[src/design/dual_dac_loader_defines.vh]
// Constants of the dual converter serial loader.
`ifndef DUAL_DAC_LOADER_DEFINES_VH
`define DUAL_DAC_LOADER_DEFINES_VH
`define FRAME_BITS 16
`define CODE_BITS 12
`define CTRL_MSB 15
`define CTRL_LSB 12
`define POWER_DOWN_POS 13
`define LATCH_RESET 12'h000
`define CTRL_RESET 4'h0
`define SPEED_POS 14
`define TGT_A 2'h0
`define TGT_B 2'h1
`define TGT_BUF 2'h2
`define TGT_CTRL 2'h3
`define DECODE_TABLE 32'h00000000
`define SCLK_MAX_MHZ 20
`define SYS_CLK_MHZ 100
`endif

[src/design/frame_fifo.v]
// Synchronous FIFO with valid and ready on both sides.
`timescale 1ns/1ps
module frame_fifo #(
  parameter WIDTH = 16,
  parameter DEPTH = 8,
  parameter AW = 3
) (
  input wire sys_clk,
  input wire rst_b,
  input wire in_valid,
  output wire in_ready,
  input wire [WIDTH-1:0] in_data,
  output wire out_valid,
  input wire out_ready,
  output wire [WIDTH-1:0] out_data
);
  reg [WIDTH-1:0] mem [0:DEPTH-1];
  reg [AW-1:0] wr_ptr;
  reg [AW-1:0] rd_ptr;
  reg [AW:0] count;
  wire push;
  wire pop;

  assign in_ready = (count != DEPTH[AW:0]);
  assign out_valid = (count != {(AW+1){1'b0}});
  assign out_data = mem[rd_ptr];
  assign push = in_valid && in_ready;
  assign pop = out_valid && out_ready;

  always @(posedge sys_clk or negedge rst_b) begin
    if (!rst_b) begin
      wr_ptr <= {AW{1'b0}};
      rd_ptr <= {AW{1'b0}};
      count <= {(AW+1){1'b0}};
    end else begin
      if (push) begin
        wr_ptr <= (wr_ptr == DEPTH[AW-1:0] - 1'b1) ? {AW{1'b0}} : wr_ptr + 1'b1;
      end
      if (pop) begin
        rd_ptr <= (rd_ptr == DEPTH[AW-1:0] - 1'b1) ? {AW{1'b0}} : rd_ptr + 1'b1;
      end
      if (push && !pop) begin
        count <= count + 1'b1;
      end else if (pop && !push) begin
        count <= count - 1'b1;
      end
    end
  end

  // Storage carries no reset; out_data shows mem[rd_ptr] even when empty, while out_valid is low.
  always @(posedge sys_clk) begin
    if (push) begin
      mem[wr_ptr] <= in_data;
    end
  end
endmodule

[src/design/dual_dac_serial_loader.v]
// Serial frame loader of a dual 12-bit converter with its target latches.
`timescale 1ns/1ps
`include "dual_dac_loader_defines.vh"

// Summary of operation
// - Select fall starts MSB-first shift on falling clock.
// - Full word or select rise moves to latch.
// - Reset clears channel, buffer and control latches.
// - Latches update on rising edge after bit 16.
// - Power-down bit set enters power-down mode.
// - Channel A write updates both outputs together.
// - Converter value is 12-bit unsigned binary.
// - Frame is control bits then 12-bit value.
// - Data ignored while select is high.
module dual_dac_serial_loader #(
  parameter FRAME_BITS = `FRAME_BITS,
  parameter CODE_BITS = `CODE_BITS,
  parameter FIFO_DEPTH = 8,
  parameter [31:0] DECODE_TABLE = `DECODE_TABLE
) (
  input wire sys_clk,
  input wire rst_b,
  input wire sel_b,
  input wire shift_clk,
  input wire ser_data,
  output reg [CODE_BITS-1:0] out_code_a,
  output reg [CODE_BITS-1:0] out_code_b,
  output reg [CODE_BITS-1:0] hold_code,
  output reg [3:0] ctrl_latch,
  output reg power_down,
  output reg fast_mode,
  output wire frame_stall
);
  //////////////////////////////////////////////////////////////////////////////
  // Pin synchronisers.
  reg [1:0] sel_sync;
  reg [1:0] clk_sync;
  reg [1:0] dat_sync;
  reg sel_q;
  reg clk_q;
  wire sel_n;
  wire clk_n;
  wire dat_n;

  always @(posedge sys_clk or negedge rst_b) begin
    if (!rst_b) begin
      // The shift clock idles high, so its edge detector starts high as well.
      // Otherwise a false rising edge would follow every reset.
      sel_sync <= 2'h3;
      clk_sync <= 2'h3;
      dat_sync <= 2'h0;
      sel_q <= 1'b1;
      clk_q <= 1'b1;
    end else begin
      sel_sync <= {sel_sync[0], sel_b};
      clk_sync <= {clk_sync[0], shift_clk};
      dat_sync <= {dat_sync[0], ser_data};
      sel_q <= sel_sync[1];
      clk_q <= clk_sync[1];
    end
  end

  assign sel_n = sel_sync[1];
  assign clk_n = clk_sync[1];
  assign dat_n = dat_sync[1];

  wire sel_fall = sel_q && !sel_n;
  wire sel_rise = !sel_q && sel_n;
  wire clk_fall = clk_q && !clk_n;
  wire clk_rise = !clk_q && clk_n;

  //////////////////////////////////////////////////////////////////////////////
  // Shift register and frame counter.
  reg [FRAME_BITS-1:0] shreg;
  reg [4:0] bit_cnt;
  reg active;
  reg full_wait;
  wire fifo_in_ready;
  reg push;
  reg [FRAME_BITS-1:0] push_word;

  // The data synchroniser has the same depth as the clock synchroniser, so the
  // bit seen at a detected falling edge is the bit set up before the real edge.
  always @(posedge sys_clk or negedge rst_b) begin
    if (!rst_b) begin
      shreg <= {FRAME_BITS{1'b0}};
      bit_cnt <= 5'h0;
      active <= 1'b0;
      full_wait <= 1'b0;
      push <= 1'b0;
      push_word <= {FRAME_BITS{1'b0}};
    end else begin
      push <= 1'b0;
      if (sel_fall) begin
        active <= 1'b1;
        bit_cnt <= 5'h0;
        full_wait <= 1'b0;
        // A cut frame must carry zeros above its bits, not the previous word.
        shreg <= {FRAME_BITS{1'b0}};
      end else if (active && sel_n) begin
        active <= 1'b0;
        if (!full_wait && bit_cnt != 5'h0) begin
          push <= 1'b1;
          push_word <= shreg;
        end
      end else if (active && !sel_n) begin
        if (clk_fall && bit_cnt < FRAME_BITS[4:0]) begin
          shreg <= {shreg[FRAME_BITS-2:0], dat_n};
          bit_cnt <= bit_cnt + 5'h1;
        end
        if (clk_rise && bit_cnt == FRAME_BITS[4:0] && !full_wait) begin
          full_wait <= 1'b1;
          push <= 1'b1;
          push_word <= shreg;
        end
      end
    end
  end

  //////////////////////////////////////////////////////////////////////////////
  // Frame buffer between the serial side and the latch update.
  wire fifo_valid;
  wire [FRAME_BITS-1:0] fifo_word;

  // A full buffer drops the frame; frame_stall flags it to the system.
  assign frame_stall = !fifo_in_ready;

  frame_fifo #(
    .WIDTH(FRAME_BITS),
    .DEPTH(FIFO_DEPTH),
    .AW(3)
  ) u_fifo (
    .sys_clk(sys_clk),
    .rst_b(rst_b),
    .in_valid(push),
    .in_ready(fifo_in_ready),
    .in_data(push_word),
    .out_valid(fifo_valid),
    .out_ready(1'b1),
    .out_data(fifo_word)
  );

  //////////////////////////////////////////////////////////////////////////////
  // Frame decode and target latches.
  wire [3:0] ctrl_bits = fifo_word[`CTRL_MSB:`CTRL_LSB];
  wire [1:0] target = DECODE_TABLE[{ctrl_bits, 1'b0} +: 2];
  wire [CODE_BITS-1:0] code = fifo_word[CODE_BITS-1:0];

  always @(posedge sys_clk or negedge rst_b) begin
    if (!rst_b) begin
      out_code_a <= `LATCH_RESET;
      out_code_b <= `LATCH_RESET;
      hold_code <= `LATCH_RESET;
      ctrl_latch <= `CTRL_RESET;
      power_down <= 1'b0;
      fast_mode <= 1'b0;
    end else if (fifo_valid) begin
      if (fifo_word[`POWER_DOWN_POS]) begin
        power_down <= 1'b1;
      end else begin
        power_down <= 1'b0;
        case (target)
          `TGT_A: begin
            out_code_a <= code;
            out_code_b <= hold_code;
          end
          `TGT_B: begin
            out_code_b <= code;
          end
          `TGT_BUF: begin
            hold_code <= code;
          end
          `TGT_CTRL: begin
            ctrl_latch <= ctrl_bits;
            fast_mode <= fifo_word[`SPEED_POS];
          end
          default: begin
            hold_code <= hold_code;
          end
        endcase
      end
    end
  end
endmodule

[config.mk]
export PLATFORM = sky130hd
export DESIGN_NAME = dual_dac_serial_loader
export DESIGN_NICKNAME = d
export VERILOG_FILES = /design/src/design/frame_fifo.v /design/src/design/dual_dac_serial_loader.v
export VERILOG_INCLUDE_DIRS = /design/src /design/src/design
export SDC_FILE = /design/constraint.sdc
export NUM_CORES = 1
export LEC_CHECK = 0
export ABC_AREA = 1
export BUFFER_PORTS_ARGS = -buffer_cell sky130_fd_sc_hd__buf_2
export CORE_UTILIZATION = 25
export DETAILED_ROUTE_END_ITERATION = 10
export REMOVE_ABC_BUFFERS = 1
export SLEW_MARGIN = 20
export SYNTH_ARGS = -nofsm -noshare
export SYNTH_HDL_FRONTEND = slang
export SYNTH_SLANG_ARGS = --single-unit
[constraint.sdc]
create_clock -name sys_clk -period 3.9 [get_ports sys_clk]
set_clock_uncertainty 0.2 [all_clocks]
set_input_delay 0.78 -clock sys_clk [delete_from_list [all_inputs] [get_ports sys_clk]]
set_output_delay 0.78 -clock sys_clk [all_outputs]
set_load 0.02 [all_outputs]
==> results of run 1 <==
==> cell type report <==
cell class                 instances  area (um2)  share of cell area [%]
tap                              378         473                    5.82
timing repair buffer              21         115                    1.42
multi-input combinational        435        1960                    24.1
clock buffer                      26         510                    6.28
clock inverter                     6        83.8                    1.03
inverter                          52         200                    2.46
sequential                       170        4780                    58.9
==> metal layers <==
metal  global-route usage, %  wire length (um)  part of all wire, %  up-vias
li1                        -                 -                    -     2220
met1                    15.2              7140                   48     2124
met2                    16.4              6860                   46      112
met3                    2.44               772                  5.2       11
met4                    3.35               150                  1.0        0
met5                       0                 0                    0        -
==> worst max-delay path: cells and delay by family, from the launching register on <==
family	cells	cell delay [ns]
buffers and inverters	1	0.13
and+or+nand+nor	5	1.29
DFF	1	0.41
==> state kept, by name (all words and copies together) (netlist names), 2 cells and up <==
register / count
u_fifo.wr_ptr: 3
u_fifo.count: 4
dat_sync: 2
clk_sync: 2
shreg: 14
out_code_a: 12
push_word: 13
bit_cnt: 5
sel_sync: 2
u_fifo.mem: 104
u_fifo.rd_ptr: 3
==> power by group <==
group          switching, mW  leakage (nW)  internal (mW)  total [mW]
Combinational           1.14          1.32          0.478        1.62
Clock                  0.664         0.285           1.03        1.70
Sequential             0.139          1.77           2.07        2.21
==> worst max-delay path by stage <==
stage | from | end | slack [ns] | depth (start not counted)
after CTS | u_fifo.count[0]$_DFFE_PN0P_ | u_fifo.mem[3][1]$_DFFE_PP_ | 1.41 | 6
after detailed placement | u_fifo.count[0]$_DFFE_PN0P_ | u_fifo.mem[3][1]$_DFFE_PP_ | 1.41 | 6
after global placement | u_fifo.count[0]$_DFFE_PN0P_ | u_fifo.mem[4][1]$_DFFE_PP_ | 1.52 | 6
after floorplan | u_fifo.rd_ptr[0]$_DFFE_PN0P_ | out_code_a[0]$_DFFE_PN0P_ | 1.37 | 7
after global routing | u_fifo.count[0]$_DFFE_PN0P_ | u_fifo.mem[6][9]$_DFFE_PP_ | 1.28 | 6
final | u_fifo.count[0]$_DFFE_PN0P_ | u_fifo.mem[6][0]$_DFFE_PP_ | 1.49 | 6
==> cell usage in the layout, fill, tap and decap left out, types with 5 or more instances in the layout <==
master,n
edfxtp_1,104
ha_1,9
nor2_2,6
conb_1,29
inv_1,49
nand2_1,201
dfstp_2,6
o21ai_1,28
clkbuf_1,5
nand3_1,28
clkbuf_16,18
nor2_1,59
o21ai_0,48
buf_2,17
dfrtp_1,59
==> logic make-up after synthesis <==
| family | count (synthesis) |
|---|---|
| AND/OR/NAND/NOR | 306 |
| flip-flops | 170 |
| buffers and inverters | 107 |
| AO/OA/AOI/OAI | 87 |
| adder cells (fa/ha/maj) | 9 |
| XOR/XNOR | 4 |
| other | 1 |
==> flow_summary.toml, run 1 <==
[drt]
totalWireLength_mm = 14.9
detail-route-antenna-nets = 0
wl_per_cell_um = 13.7
via_count = 4467
drt_iter0_drc = 460
drt_first_pass_iters = 5
vias_per_cell = 4.11
drc_errors = 0

[floorplan]
rows = 61
die_area_um2 = 29500
num_io_pins = 48
core_area_um2 = 28100
initial_core_util_pct = 25.7
die_width_um = 172
die_height_um = 172

[power_and_ir_drop]
total_power_mw = 5.52
power.density_nw_per_um2 = 679
max-vdd-ir-drop_uv = 262
p_leak_nw = 3.37

[sta]
fmax_mhz = 415
hold_viol_final = 0
rsz0062_at_grt = "no"
setup_viol = 0
max_slew_margin_pct = 30.2
worst_slack_ns = 1.49
fin_hold_ws_ns = 0.147
finalCritPeriodShare_pct = 61.8
tns_ns = 0
maxSlewViolCount = 0
worst_slew_pin_slew_ns = 1.04
finalCriticalPeriod_ns = 2.41

[placement]
dp_slack_ns = 1.41
gp_congestion = 0.755
place_area_um2 = 7520
dp.cells = 1056
hpwl_mm = 9.40
port_buffers = 18

[global_routing]
first_global_vias = 4247
grt_max_degree = 67
gr-usage-all-layers_pct = 10.8
antenna_found_initial = 0
grt_overflow = 0
grt_first_pass_wirelength_mm = 23.7

[final_layout]
fin_area_um2 = 8130
syn2layout_area_growth_pct = 12.7
final_util_pct = 28.9
drive_above_1_share_pct = 9.86
diodes = 0
fin_nets = 711
fin_cells = 1088
fill_cells = 2948

[worst_setup_path]
cp_max_fo = 13
cp_cell_sequence = "nor2_2 > nand3_1 > nand2_1 > inv_1 > nand2_1 > nor2_1"
cp.arrival_ns = 2.26
slowest_stage = "nor2_1"
end_kind = "register"
reg2regPathDepth = 6
required_ns = 3.75
path_class = "reg2reg"
r2r_slack_ns = 1.49
rr_endpoint = "u_fifo.mem[6][0]$_DFFE_PP_"
max_stage_delay_ns = 0.84
cpMostUsedCell = "nand2_1"
worst_r2r_startpoint = "u_fifo.count[0]$_DFFE_PN0P_"
setup.worst_path.start_class = "register"

[logic_synthesis]
synthCells = 684
synthArstFlopShare_pct = 38.8
synth_edf_count = 104
ys_ff_latch = 170
synth_ff_type = "edfxtp_1"
yosysTopAreaCell = "edfxtp_1"
synth_warnings = 0
synth-simple-area-share_pct = 17.2
synth_top_area_share_pct = 43.3
synth-adder-area-share_pct = 1.56
synth-xor-area-share_pct = 0.486
synth_commonest_cells = "201 x nand2_1, 104 x edfxtp_1, 63 x nor2_1, 60 x dfrtp_1, 49 x inv_1"
synthMuxAreaShare_pct = 0
synth.distinct_cells = 33
synth.most_common_cell = "nand2_1"
postSynthAreaPerCell_um2 = 10.5
yosysSeqAreaShare_pct = 66.3
synth_compound_area_share_pct = 6.26
synth_top_family_by_area = "simple AND/OR/NAND/NOR gates"
ys_top_cells_by_area = "edfxtp_1 43%, dfrtp_1 21%, nand2_1 10%"
synth_area_um2 = 7210

[clocking]
postCtsSetupBuffers = 0
clkLatencyLatePin_ns = 0.43
root_buffer = "clkbuf_16"
cts.sinks = 170
postCtsHoldBufs = 0
cts.clk_slew.worst_paths_ns = 0.06
cts_tree = "done"
cts_buffer_depth = 2
cts_max_level = 4
cts_made_buffers = 17
ctsResizeCount = 0

[job]
max_cap_violations = 0

[min_path]
whs_path_depth = 0
whs_endpoint = "dat_sync[1]$_DFF_PN0_"
worstHoldStart = "dat_sync[0]$_DFF_PN0_"
hold_class = "reg2reg"

[status]
status = "completed"
Power figures use the tool's default switching activity.
==> run 2, diff against run 1 <==
Clock period 3.9 ns to 2 ns, I/O delays scaled along.
==> flow_summary.toml, run 2 (synthesis gave the netlist of run 1 again) <==
[status]
status = "finished, violations left"
violations = "negative setup slack"

[power_and_ir_drop]
max-vdd-ir-drop_uv = 598
switching_share_pct = 35.4
internal_power_mw = 7.13
p_sw_mw = 3.90
clkPwrFrac_pct = 28.6
share_comb_of_total_power_pct = 32.9
power_frac_seq_pct = 38.5
total_power_mw = 11.0
power.density_nw_per_um2 = 1290
p_leak_nw = 3.61

[final_layout]
final_util_pct = 30.6
syn2layout_area_growth_pct = 19.0
drive_above_1_share_pct = 16.8
max_flop_register = "u_fifo.mem"
largestRegisters = "u_fifo.mem: 104 flops, shreg: 14 flops, push_word: 13 flops"
final_common_cell = "nand2_1"
largest_reg_flops = 104
final_cell_mix = "197 x nand2_1, 104 x edfxtp_1, 59 x nor2_1, 59 x dfrtp_1, 48 x o21ai_0"
fin_cells = 1133
diodes = 0
fin_nets = 756

[clocking]
clkLatencyLatePin_ns = 0.42
cts.clk_slew.worst_paths_ns = 0.06
cts.sinks = 170
cts_max_level = 4
cts_tree = "done"
cts_buffer_depth = 2
root_buffer = "clkbuf_16"
cts_made_buffers = 17

[drt]
drt_iter0_drc = 288
via_count = 4574
wl_per_cell_um = 12.9
detail-route-antenna-nets = 0
vias_per_cell = 4.04
drt_first_pass_iters = 5
drc_errors = 0
totalWireLength_mm = 14.6

[placement]
port_buffers = 18
dp.cells = 1089
gp_congestion = 0.738
dp_slack_ns = -0.0952
hpwl_mm = 9.16

[sta]
finalCriticalPeriod_ns = 2.01
fmax_mhz = 497
hold_viol_final = 0
worst_slack_ns = -0.0123
finalCritPeriodShare_pct = 101
rsz0062_at_grt = "yes"
maxSlewViolCount = 0
setup_viol = 2

[job]
max_cap_violations = 0

[floorplan]
die_area_um2 = 29500
initial_core_util_pct = 25.7
core_area_um2 = 28100
rows = 61
num_io_pins = 48
die_width_um = 172
die_height_um = 172

[worst_setup_path]
max_stage_delay_ns = 0.39
end_kind = "register"
r2r_slack_ns = -0.01
required_ns = 2.16
worst_r2r_startpoint = "u_fifo.count[1]$_DFFE_PN0P_"
rr_endpoint = "u_fifo.count[3]$_DFFE_PN0P_"
path_class = "reg2reg"
setup.worst_path.start_class = "register"
cp_max_fo = 2
slowest_stage = "dfrtp_1"
crit_start = "u_fifo.count[1]$_DFFE_PN0P_"
cp.arrival_ns = 2.17
reg2regPathDepth = 14
cp_cell_sequence = "nor2_2 > buf_4 > nand3_4 > inv_2 > ha_4 > inv_4 > ha_4 > nand2_2 > nand2_2 > nand2_2 > a21o_1 > nand2_1 > nand2_1 > nand2_1"

[min_path]
worstHoldStart = "clk_sync[0]$_DFF_PN1_"
hold_class = "reg2reg"
whs_endpoint = "clk_sync[1]$_DFF_PN1_"
whs_path_depth = 0

[global_routing]
grt_first_pass_wirelength_mm = 23.5
antenna_found_initial = 0
grt_max_degree = 37
first_global_vias = 4515
gr-usage-all-layers_pct = 10.6
grt_overflow = 0
-- run 2: final cells by class --
cell class	count	area, um2
inverters	52	203
repair buffers	66	538
clock inverters	12	116
fillers	2932	19500
well taps	378	473
clock buffers	20	457
flip-flops and latches	170	4780
multi-input cells	435	2010
-- run 2: metal layers --
layer / wire length, um / GRT usage (%) / up-vias
li1: - / - / 2309
met1: 6720 / 13.0 / 2185
met2: 7240 / 18.1 / 72
met3: 509 / 2.69 / 8
met4: 100 / 3.23 / 0
met5: 0 / 0 / -
-- run 2: how the worst max path moves through the flow --
| stage | to | cells past startpoint | slack, ns |
|---|---|---|---|
| final | u_fifo.count[3]$_DFFE_PN0P_ | 14 | -0.01 |
| after global routing | u_fifo.count[3]$_DFFE_PN0P_ | 14 | -0.14 |
| after CTS | frame_stall | 5 | 0.01 |
| after detailed placement | u_fifo.count[3]$_DFFE_PN0P_ | 14 | -0.1 |
| after global placement | u_fifo.count[3]$_DFFE_PN0P_ | 14 | -0.03 |
| after floorplan | out_code_a[0]$_DFFE_PN0P_ | 7 | -0.53 |
-- run 2: per-stage QoR --
step / hold slack, ns / setup TNS [ns] / area (um2)
finish: 0.155 / -0.0142 / 8580
global route: 0.159 / -0.922 / 8580
CTS: 0.156 / 0 / 8480
detailed placement: 0.143 / -0.0952 / 7820
global placement: 0.142 / -0.0268 / 7820
floorplan: -0.0956 / -7.39 / 6930
-- run 2: power groups by stage --
| stage | Sequential (mW) | Clock, mW | Combinational, mW |
|---|---|---|---|
| after floorplan | 4.61 | 0 | 1.90 |
| after global placement | 4.34 | 0 | 3.36 |
| after detailed placement | 4.34 | 0 | 3.44 |
| after CTS | 4.28 | 3.24 | 3.52 |
| after global routing | 4.29 | 3.39 | 4.14 |
| final | 4.25 | 3.16 | 3.63 |
-- run 2: repair_timing --
action                                  in CTS  in global routing
setup buffers                                3                  4
cloned                                       0                  1
pin swaps                                    4                  7
resized for setup                            6                 21
endpoints found under the setup margin       2                 65
endpoints found under the hold margin       28                  0
hold buffers                                 4                  0
-- run 2: critical path, delay by kind of cell, from the launching register on --
kind | cells | cell delay (ns)
AND/OR/NAND/NOR | 8 | 0.53
adder cells (fa/ha/maj) | 2 | 0.40
flip-flops | 1 | 0.39
buffers and inverters | 3 | 0.26
AO/OA/AOI/OAI | 1 | 0.17
==> run 3, diff against run 2 <==
Clock period 2 ns to 2.39 ns, I/O delays scaled along.
==> flow_summary.toml, run 3 (synthesis gave the netlist of run 1 again) <==
[status]
status = "completed"

[sta]
finalCritPeriodShare_pct = 92.4
maxSlewViolCount = 0
max_slew_margin_pct = 64.0
hold_viol_final = 0
rsz0062_at_grt = "no"
fin_hold_ws_ns = 0.157
setup_viol = 0
fmax_mhz = 453
finalCriticalPeriod_ns = 2.21
worst_slew_pin_slew_ns = 0.541
tns_ns = 0

[worst_setup_path]
cp_cell_sequence = "nor2_2 > nand3_1 > nand2_1 > inv_1 > ha_1 > inv_1 > ha_1 > nand2_1 > nand2_1 > nand2_1 > a21o_1 > nand2_1 > nand2_1 > nand2_1"
worst_r2r_startpoint = "u_fifo.count[1]$_DFFE_PN0P_"
cpMostUsedCell = "nand2_1"
cp_max_fo = 5
cp.arrival_ns = 2.32
crit_end = "u_fifo.count[3]$_DFFE_PN0P_"
setup.worst_path.start_class = "register"
path_class = "reg2reg"
max_stage_delay_ns = 0.41
required_ns = 2.50
r2r_slack_ns = 0.18
slowest_stage = "dfrtp_1"
crit_start = "u_fifo.count[1]$_DFFE_PN0P_"
rr_endpoint = "u_fifo.count[3]$_DFFE_PN0P_"
end_kind = "register"
reg2regPathDepth = 14

[final_layout]
diodes = 0
fin_area_um2 = 8310
largestRegisters = "u_fifo.mem: 104 flops, shreg: 14 flops, push_word: 13 flops"
largest_reg_flops = 104
final_util_pct = 29.6
fin_nets = 735
final_cell_mix = "201 x nand2_1, 104 x edfxtp_1, 63 x nor2_1, 59 x dfrtp_1, 49 x inv_1"
final_common_cell = "nand2_1"
syn2layout_area_growth_pct = 15.3
drive_above_1_share_pct = 12.4
fin_cells = 1112
max_flop_register = "u_fifo.mem"

[global_routing]
first_global_vias = 4430
grt_first_pass_wirelength_mm = 23.2
grt_max_degree = 56
antenna_found_initial = 0
gr-usage-all-layers_pct = 10.4
grt_overflow = 0

[drt]
drt_first_pass_iters = 5
wl_met3_um = 621
wl_met2_mm = 6.66
wl_met1_mm = 6.48
wl_per_cell_um = 12.6
vias_per_cell = 4.08
drt_iter0_drc = 362
via_count = 4536
detail-route-antenna-nets = 0
totalWireLength_mm = 14.0
drc_errors = 0
topRoutingLayerUsed = "met4"

[floorplan]
core_area_um2 = 28100
rows = 61
die_area_um2 = 29500
die_height_um = 172
num_io_pins = 48
die_width_um = 172
initial_core_util_pct = 25.7

[clocking]
cts_buffer_depth = 2
clkLatencyLatePin_ns = 0.42
cts.sinks = 170
cts.clk_slew.worst_paths_ns = 0.06
root_buffer = "clkbuf_16"
ctsResizeCount = 0
postCtsSetupBuffers = 0
cts_max_level = 4
cts_made_buffers = 17
cts_tree = "done"

[power_and_ir_drop]
max-vdd-ir-drop_uv = 370
power.density_nw_per_um2 = 1090
p_leak_nw = 3.49

[job]
max_cap_violations = 0

[placement]
place_area_um2 = 7680
dp.cells = 1076
port_buffers = 18
gp_congestion = 0.749
hpwl_mm = 8.53

[min_path]
hold_class = "reg2reg"
run 3: cell count changes in the layout (fill, tap and decap cells not counted), sizes merged:
cell and change:
clkbuf -2, inv +3, buf -21, bufinv +1
clkinv -2
run 3: metrics by stage:
stage,power (mW),setup WS [ns]
after floorplan,5.45,-0.143
after global placement,6.37,0.242
after detailed placement,6.41,0.184
after CTS,9.18,0.169
after global routing,9.74,0.000283
final,9.06,0.182
run 3: worst min-delay path by stage:
stage / from / endpoint / slack (ns) / cells past startpoint
3_3_place_gp: dat_sync[0]$_DFF_PN0_ / dat_sync[1]$_DFF_PN0_ / 0.14 / 0
2_1_floorplan: rst_b / active$_DFFE_PN0P_ / -0.02 / 0
3_5_place_dp: dat_sync[0]$_DFF_PN0_ / dat_sync[1]$_DFF_PN0_ / 0.15 / 0
5_1_grt: sel_sync[0]$_DFF_PN1_ / sel_sync[1]$_DFF_PN1_ / 0.16 / 0
6_report: clk_sync[0]$_DFF_PN1_ / clk_sync[1]$_DFF_PN1_ / 0.16 / 0
4_1_cts: clk_sync[0]$_DFF_PN1_ / clk_sync[1]$_DFF_PN1_ / 0.16 / 0
run 3: worst max-delay path, delay by kind of cell (launching register included):
family	cells	cell delay (ns)
fa+ha+maj	2	0.46
flops	1	0.41
buf+inv	2	0.18
compound gates	1	0.11
simple gates	9	0.73
run 3: layout make-up:
class                           count  area [um2]
Clock buffer                       18         429
Clock inverter                     14         160
Fill cell                        2902       19800
Inverter                           52         200
Multi-Input combinational cell    435        1950
Sequential cell                   170        4780
Tap cell                          378         473
Timing Repair Buffer               45         318
run 3: where the power goes:
group | switching, mW | internal (mW) | total, mW
combinational | 1.83 | 0.916 | 2.75
clock | 1.17 | 1.57 | 2.74
sequential | 0.197 | 3.38 | 3.57
total | 3.20 | 5.86 | 9.06
run 3: per-layer routing:
layer	global-route usage, %	vias up
li1	-	2272
met1	13.6	2161
met2	16.8	87
met3	2.44	16
met4	3.66	0
met5	0	-
run 3: what timing repair did:
action                                  CTS  global route
endpoints found under the setup margin    0             0
hold buffers                              4             0
endpoints found under the hold margin    25             0
